<file path="src/inc/istc_map.vh">
`ifndef ISTC_MAP_VH
`define ISTC_MAP_VH
// ----------------------------------------
// Register indices (byte address = 4 x index)
// ----------------------------------------
`define ISTC_IDX_FREQ 8'h11
`define ISTC_IDX_PHASE 8'h12
`define ISTC_IDX_H_START 8'h13
`define ISTC_IDX_V_START 8'h14
`define ISTC_IDX_BLACK 8'h15
`define ISTC_IDX_STATUS 8'h20
// ----------------------------------------
// Reset values
// ----------------------------------------
`define ISTC_RST_FREQ 8'h0c
`define ISTC_RST_PHASE 8'h00
`define ISTC_RST_H_START 8'hd8
`define ISTC_RST_V_START 8'h1b
`define ISTC_RST_BLACK 8'hd8
// ----------------------------------------
// Field positions and widths
// ----------------------------------------
`define ISTC_FREQ_MSB 3
`define ISTC_FINE_MSB 4
`define ISTC_COARSE_LSB 5
`define ISTC_COARSE_MSB 6
`define ISTC_BYPASS_BIT 7
`define ISTC_V_ACTIVE_START_MSB 5
// ----------------------------------------
// Timing counts
// ----------------------------------------
`define ISTC_H_EXTRA 11'h005
`define ISTC_V_EXTRA 8'h03
`define ISTC_FREQ_RESERVED 4'h0
// ----------------------------------------
// Bus responses
// ----------------------------------------
`define ISTC_RESP_OKAY 2'b00
`define ISTC_RESP_SLVERR 2'b10
`endif

</file>
<file path="src/rtl/istc_timing.v">
`timescale 1ns/1ps
// Operation
// Four-bit frequency select in bits 0-3 picks interpolator reference; default 40 MHz.
// Decode select per mode table; code zero reserved, code 1100 is 40 MHz.
// Software loads the select matching its loaded feedback and post-scaler dividers.
// Bits 4-7 of the frequency select register are reserved, no effect.
// With bypass low, five-bit fine phase gives 32 steps across one period.
// With bypass high, coarse field bits 5-6 gives 0, 90, 180, 270 degrees.
// Bit 7 bypasses interpolator, leaving coarse shifts; interpolator may power down.
// Sampling starts horizontal start plus 5 cycles after Hsync leading edge.
// First active line is vertical start plus 3 Hsyncs after Vsync edge.
// Each row starts with a reset-to-black interval of black width cycles.
// Horizontal counters restart at Hsync edge, vertical counter at Vsync edge.
`include "istc_map.vh"
module istc_timing (
  // Clock and reset
  input wire aclk,
  input wire aresetn,
  // AXI4-Lite write address
  input wire [7:0] s_axi_awaddr,
  input wire s_axi_awvalid,
  output wire s_axi_awready,
  // AXI4-Lite write data
  input wire [31:0] s_axi_wdata,
  input wire [3:0] s_axi_wstrb,
  input wire s_axi_wvalid,
  output wire s_axi_wready,
  // AXI4-Lite write response
  output reg [1:0] s_axi_bresp,
  output reg s_axi_bvalid,
  input wire s_axi_bready,
  // AXI4-Lite read address
  input wire [7:0] s_axi_araddr,
  input wire s_axi_arvalid,
  output wire s_axi_arready,
  // AXI4-Lite read data
  output reg [31:0] s_axi_rdata,
  output reg [1:0] s_axi_rresp,
  output reg s_axi_rvalid,
  input wire s_axi_rready,
  // Video sync pins
  input wire hsync_pin,
  input wire vsync_pin,
  // Sampling clock control
  output reg [3:0] ref_freq_select,
  output reg freq_select_invalid,
  output reg [4:0] fine_phase,
  output reg [1:0] coarse_phase_select,
  output reg interp_bypass,
  output reg interp_power_down,
  // Window timing
  output reg sample_start,
  output reg line_active,
  output reg frame_active,
  output reg black_reset
);

  // ----------------------------------------
  // Register decode helper
  // ----------------------------------------
  function [7:0] istc_index;
    input [7:0] addr;
    begin
      istc_index = {2'b00, addr[7:2]};
    end
  endfunction

  // ----------------------------------------
  // Register file
  // ----------------------------------------
  reg [7:0] freq_reg;
  reg [7:0] phase_reg;
  reg [7:0] h_active_start;
  reg [7:0] v_active_start;
  reg [7:0] black_width;

  reg aw_held;
  reg w_held;
  reg [7:0] aw_addr;
  reg [7:0] w_data;
  reg w_lane0;
  wire wr_go;
  wire [7:0] wr_idx;
  wire wr_hit;

  assign s_axi_awready = ~aw_held & ~s_axi_bvalid;
  assign s_axi_wready = ~w_held & ~s_axi_bvalid;
  assign s_axi_arready = ~s_axi_rvalid;
  assign wr_go = aw_held & w_held & ~s_axi_bvalid;
  assign wr_idx = istc_index(aw_addr);
  // Writes to unmapped words are dropped and answered with an error
  assign wr_hit = (wr_idx == `ISTC_IDX_FREQ) | (wr_idx == `ISTC_IDX_PHASE) |
                  (wr_idx == `ISTC_IDX_H_START) | (wr_idx == `ISTC_IDX_V_START) |
                  (wr_idx == `ISTC_IDX_BLACK);

  // Write channel capture, in either order
  always @(posedge aclk) begin
    if (!aresetn) begin
      aw_held <= 1'b0;
      w_held <= 1'b0;
      aw_addr <= 8'h00;
      w_data <= 8'h00;
      w_lane0 <= 1'b0;
      s_axi_bvalid <= 1'b0;
      s_axi_bresp <= `ISTC_RESP_OKAY;
    end else begin
      if (s_axi_awvalid && s_axi_awready) begin
        aw_held <= 1'b1;
        aw_addr <= s_axi_awaddr;
      end
      if (s_axi_wvalid && s_axi_wready) begin
        w_held <= 1'b1;
        w_data <= s_axi_wdata[7:0];
        w_lane0 <= s_axi_wstrb[0];
      end
      if (wr_go) begin
        aw_held <= 1'b0;
        w_held <= 1'b0;
        s_axi_bvalid <= 1'b1;
        s_axi_bresp <= wr_hit ? `ISTC_RESP_OKAY : `ISTC_RESP_SLVERR;
      end else if (s_axi_bvalid && s_axi_bready) begin
        s_axi_bvalid <= 1'b0;
      end
    end
  end

  // Register update on a completed write with lane 0 enabled
  always @(posedge aclk) begin
    if (!aresetn) begin
      freq_reg <= `ISTC_RST_FREQ;
      phase_reg <= `ISTC_RST_PHASE;
      h_active_start <= `ISTC_RST_H_START;
      v_active_start <= `ISTC_RST_V_START;
      black_width <= `ISTC_RST_BLACK;
    end else if (wr_go && w_lane0) begin
      case (wr_idx)
        `ISTC_IDX_FREQ: freq_reg <= w_data;
        `ISTC_IDX_PHASE: phase_reg <= w_data;
        `ISTC_IDX_H_START: h_active_start <= w_data;
        `ISTC_IDX_V_START: v_active_start <= {2'b00, w_data[`ISTC_V_ACTIVE_START_MSB:0]};
        `ISTC_IDX_BLACK: black_width <= w_data;
        default: freq_reg <= freq_reg;
      endcase
    end
  end

  // Read channel
  always @(posedge aclk) begin
    if (!aresetn) begin
      s_axi_rvalid <= 1'b0;
      s_axi_rdata <= 32'h0000_0000;
      s_axi_rresp <= `ISTC_RESP_OKAY;
    end else if (s_axi_arvalid && s_axi_arready) begin
      s_axi_rvalid <= 1'b1;
      s_axi_rresp <= `ISTC_RESP_OKAY;
      case (istc_index(s_axi_araddr))
        `ISTC_IDX_FREQ: s_axi_rdata <= {24'h00_0000, freq_reg};
        `ISTC_IDX_PHASE: s_axi_rdata <= {24'h00_0000, phase_reg};
        `ISTC_IDX_H_START: s_axi_rdata <= {24'h00_0000, h_active_start};
        `ISTC_IDX_V_START: s_axi_rdata <= {24'h00_0000, v_active_start};
        `ISTC_IDX_BLACK: s_axi_rdata <= {24'h00_0000, black_width};
        `ISTC_IDX_STATUS: s_axi_rdata <= {27'h000_0000, frame_active, line_active,
                                          black_reset, freq_select_invalid,
                                          interp_power_down};
        default: begin
          s_axi_rdata <= 32'h0000_0000;
          s_axi_rresp <= `ISTC_RESP_SLVERR;
        end
      endcase
    end else if (s_axi_rvalid && s_axi_rready) begin
      s_axi_rvalid <= 1'b0;
    end
  end

  // ----------------------------------------
  // Sampling clock control
  // ----------------------------------------
  // Upper nibble of the select register is stored but never decoded
  always @(posedge aclk) begin
    if (!aresetn) begin
      ref_freq_select <= 4'h0;
      freq_select_invalid <= 1'b0;
      fine_phase <= 5'h00;
      coarse_phase_select <= 2'h0;
      interp_bypass <= 1'b0;
      interp_power_down <= 1'b0;
    end else begin
      ref_freq_select <= freq_reg[`ISTC_FREQ_MSB:0];
      freq_select_invalid <= (freq_reg[`ISTC_FREQ_MSB:0] == `ISTC_FREQ_RESERVED);
      interp_bypass <= phase_reg[`ISTC_BYPASS_BIT];
      interp_power_down <= phase_reg[`ISTC_BYPASS_BIT];
      // Only the field of the active path is passed, the other reads zero
      fine_phase <= phase_reg[`ISTC_BYPASS_BIT] ? 5'h00 : phase_reg[`ISTC_FINE_MSB:0];
      coarse_phase_select <= phase_reg[`ISTC_BYPASS_BIT] ?
                             phase_reg[`ISTC_COARSE_MSB:`ISTC_COARSE_LSB] : 2'h0;
    end
  end

  // ----------------------------------------
  // Sync input synchronisers and edge detect
  // ----------------------------------------
  reg hs_meta;
  reg hs_sync;
  reg hs_last;
  reg vs_meta;
  reg vs_sync;
  reg vs_last;
  wire hs_lead;
  wire vs_lead;

  // Two flops per pin before any logic; the third holds the previous level
  always @(posedge aclk) begin
    if (!aresetn) begin
      hs_meta <= 1'b0;
      hs_sync <= 1'b0;
      hs_last <= 1'b0;
      vs_meta <= 1'b0;
      vs_sync <= 1'b0;
      vs_last <= 1'b0;
    end else begin
      hs_meta <= hsync_pin;
      hs_sync <= hs_meta;
      hs_last <= hs_sync;
      vs_meta <= vsync_pin;
      vs_sync <= vs_meta;
      vs_last <= vs_sync;
    end
  end

  // Last levels reset low like the idle pins, so no false edge after reset
  assign hs_lead = hs_sync & ~hs_last;
  assign vs_lead = vs_sync & ~vs_last;

  // ----------------------------------------
  // Horizontal window and black interval
  // ----------------------------------------
  reg [10:0] h_count;
  reg h_run;
  wire [10:0] h_target;
  wire [10:0] next_h_count;

  assign h_target = {3'b000, h_active_start} + `ISTC_H_EXTRA;
  assign next_h_count = h_count + 11'h001;

  always @(posedge aclk) begin
    if (!aresetn) begin
      h_count <= 11'h000;
      h_run <= 1'b0;
      sample_start <= 1'b0;
      line_active <= 1'b0;
      black_reset <= 1'b0;
    end else if (hs_lead) begin
      h_count <= 11'h001;
      h_run <= 1'b1;
      sample_start <= 1'b0;
      line_active <= 1'b0;
      black_reset <= (black_width != 8'h00);
    end else begin
      sample_start <= 1'b0;
      // Keep counting past the sample point while a long black interval runs
      if (h_run || black_reset) begin
        h_count <= next_h_count;
      end
      if (h_run && (h_count == h_target)) begin
        sample_start <= frame_active & ~vs_lead;
        line_active <= frame_active & ~vs_lead;
        h_run <= 1'b0;
      end
      if (black_reset && (h_count >= {3'b000, black_width})) begin
        black_reset <= 1'b0;
      end
    end
  end

  // ----------------------------------------
  // Vertical window
  // ----------------------------------------
  reg [7:0] v_count;
  reg v_run;
  wire [7:0] v_target;

  assign v_target = v_active_start + `ISTC_V_EXTRA;

  // Count Hsync edges after Vsync; a Vsync edge in the same cycle wins
  always @(posedge aclk) begin
    if (!aresetn) begin
      v_count <= 8'h00;
      v_run <= 1'b0;
      frame_active <= 1'b0;
    end else if (vs_lead) begin
      v_count <= 8'h00;
      v_run <= 1'b1;
      frame_active <= 1'b0;
    end else if (v_run && hs_lead) begin
      v_count <= v_count + 8'h01;
      if ((v_count + 8'h01) == v_target) begin
        frame_active <= 1'b1;
        v_run <= 1'b0;
      end
    end
  end

endmodule

</file>
<file path="config.mk">
export PLATFORM = sky130hd
export DESIGN_NAME = istc_timing
export DESIGN_NICKNAME = d
export VERILOG_FILES = /design/src/rtl/istc_timing.v
export VERILOG_INCLUDE_DIRS = /design/src /design/src/inc
export SDC_FILE = /design/constraint.sdc
export NUM_CORES = 1
export LEC_CHECK = 0
export BUFFER_PORTS_ARGS = -buffer_cell sky130_fd_sc_hd__buf_2
export CAP_MARGIN = 20
export CORE_MARGIN = 2
export CORE_UTILIZATION = 25
export CTS_CLUSTER_SIZE = 16
export DETAILED_ROUTE_END_ITERATION = 6
export PLACE_DENSITY = 0.52
export SYNTH_ARGS = -nofsm -noshare
export SYNTH_HDL_FRONTEND = slang
export SYNTH_SLANG_ARGS = --single-unit
</file>
<file path="constraint.sdc">
create_clock -name aclk -period 4.7 [get_ports aclk]
set_input_delay 0.235 -clock aclk [delete_from_list [all_inputs] [get_ports aclk]]
set_output_delay 0.235 -clock aclk [all_outputs]
set_load 0.01 [all_outputs]
</file>
==> results.md <==
- Highest-delay cell along the critical path: dfxtp_1
- Area Growth Syn to Fin: 13.50%
- Vias post-DR: 4131
- Post-synth EDFFs: 0
- Smallest setup slack after layout: 2269 ps
- Clk Latency, worst-skew pair: 360 ps
- Gate Count Post-Synth: 586
- Post-CTS setup buffers: 0
- Largest stage delay, worst path: 520 ps
- Share of post-route cells with drive strength above 1: 13.97%
- Kind of critical path: reg -> reg
- Largest net degree at the start of global routing: 45
- Initial Util: 25.25%
- DP HPWL: 9878 um
- Total Routed Length: 13410 um
- Fin crit period: 2431 ps
- Cts repair resizes: 0
- Std cell rows: 53
- CTS Sinks: 111
- CP Capture Type: register
- Final Hold Viols: 0
- Total grt overflow: 0
- Async S/R FF share, synth: 0%
- Skew final: 7.147 ps
- Static Leak: 2.647 nW
- CP Buf/Inv Count: 0
- Launching point of the worst reg2reg path: h_active_start[0]
- Slew headroom: 34.58%
- Routability cong.: 0.8299
- Status: finished, final reports clean
- Place WS: 2322 ps
- Post-Syn Area: 5274 sq um
- N_diodes: 0
- Critical path arrival: 2680 ps
- First-pass GRT wire length: 21880 um
- GRT Total Usage: 12.64%
- R2r endpoint: line_active
- Critical-path cell list: ha_1 -> nor2_1 -> xor2_1 -> o41ai_1 -> a22oi_1 -> nor4b_2 -> mux2_1
- Final setup fails: 0
- Worst-path fanout max: 6
- CP required: 4940 ps
- Hold endpoint: vs_meta
- Final Cell Area: 5986 sq um
- Final Max Slew Viols: 0
- Pwr Total: 1.868 mW
- Post-route ant nets: 0
- DR vias/cell: 4.530
- Die height: 149.2 um
- Worst vdd ir: 0.1751 mV
- Hold-fix buffers, CTS: 0
- Least-Margin Pin Slew: 971.0 ps
- Setup crit start kind: register
- Remaining DRCs: 0
- Synth unique cells: 64
- Max reg flops: 11
- Hold depth: 2
- Wire per inst: 14.71 um
- Hold Path Class: in -> reg
- RSZ-0062 raised after global routing: false
- Max-Cap Viols: 0
- Delay-heaviest family, CP: compound AO/OA/AOI/OAI gates
- Root Buffer: clkbuf_16
- Vias in the first global route: 3920
- Total CTS buffers: 9
- Setup TNS: 0 ps
- Critical Path Start: h_active_start[0]
- Worst Reg2Reg Path Length in Cells: 7
- 1st-pass router iterations: 5
- Most common cell after layout, fill and taps aside: dfxtp_1
- Die W: 149.2 um
- Commonest non-fill, non-tap cells in the layout: dfxtp_1, nor2_1, buf_2
- Ports: 120
- Synth warnings: 0
- Max clock buf depth: 2
- Reg2Reg Setup Slack: 2270 ps
- Avg Inst Size Synth: 9.000 sq um
- FMAX: 411.3 MHz
- Hold Path Origin: vsync_pin
- Die area: 22270 sq um
- Number of I/O port buffers: 62
- Core ar.: 20890 sq um
- Initial DRC count: 278
- CTS tree: yes
- Biggest register: h_count
- # H-tree levels: 3
- Post-route clock period utilization: 51.73%
- Main synth FF type: dfxtp_1
- Register area share after synthesis: 42.14%
- Clk slew on worst S/H paths: 80 ps
- Initial antenna violation count: 0
- PwrDens: 312.2 nW/um^2
- Placed Area: 5707 sq um
- Layout Nets: 706
- Yosys reg bits: 111
==> worst register-to-register path: cells and delay by family, from the launching register on <==
| kind | cells | cell delay, ps |
|---|---|---|
| XOR/XNOR | 1 | 170 |
| adder cells (fa/ha/maj) | 1 | 300 |
| flip-flops | 1 | 520 |
| multiplexers | 1 | 340 |
| AND/OR/NAND/NOR | 2 | 440 |
| AO/OA/AOI/OAI | 2 | 550 |
==> cell usage after synthesis, drive strengths merged (3+ instances only) <==
cell	number	area share, %
a21oi	33	3.3
a221oi	9	1.5
a22o	5	0.83
a22oi	6	0.85
a31oi	4	0.47
and2	20	2.4
and3	11	1.3
and3b	3	0.50
buf	32	4.5
clkbuf	20	1.6
dfxtp	111	42
ha	12	2.8
inv	15	1.1
mux2i	44	8.4
nand2	51	3.6
nand2b	8	0.95
nand3	14	1.3
nand3b	3	0.43
nand4	4	0.47
nor2	70	5.0
nor2b	5	0.59
nor3	6	0.76
nor4	4	0.47
nor4b	3	0.74
o2111ai	4	0.78
o21ai	19	1.8
or3	4	0.47
xnor2	17	2.8
xor2	19	3.2
==> routing by layer <==
| layer | vias to the layer above | track usage, % | routed length (um) |
|---|---|---|---|
| met4 | 0 | 3.714 | 110 |
| met3 | 6 | 3.028 | 810 |
| met1 | 1928 | 17.67 | 6809 |
| li1 | 2084 | - | - |
| met2 | 113 | 19.33 | 5683 |
| met5 | - | 0 | 0 |
==> metrics by stage <==
step                      instances  hold WS, ps  utilization [%]
after floorplan                 611        362.3                -
after global placement          897        420.0            27.32
after detailed placement        897        422.0            27.32
after CTS                       912        74.10            28.66
after global routing            912        82.84            28.66
final                           912        81.07            28.66
==> how the worst max path moves through the flow <==
stage	end	slack [ps]	cells after the start
2_1_floorplan	line_active	2620	7
3_3_place_gp	line_active	2350	7
3_5_place_dp	line_active	2320	7
4_1_cts	line_active	2310	7
5_1_grt	line_active	2090	7
6_report	line_active	2270	7
==> cell families after synthesis <==
logic type               count (synthesis)  share of synthesized area (%)
adder cells (fa/ha/maj)                 12                          2.847
buffers and inverters                   67                          7.188
AO/OA/AOI/OAI                          100                          12.84
AND/OR/NAND/NOR                        214                          20.38
flip-flops                             111                          42.14
multiplexers                            45                          8.565
XOR/XNOR                                36                          5.979
other                                    1                        0.07111
==> power breakdown <==
part,internal (mW),switching [mW]
sequential,0.965,0.0328
clock,0.367,0.367
combinational,0.0525,0.0844
==> area by class of cell <==
class / instances / area [sq um]
fillers: 2226 / 14900
multi-input cells: 433 / 2766
flip-flops and latches: 111 / 2222
well taps: 275 / 344.1
repair buffers: 63 / 317.8
clock buffers: 9 / 225.2
inverters: 15 / 56.30
clock inverters: 6 / 53.80
Note: power is estimated with default switching activity, not from simulation.
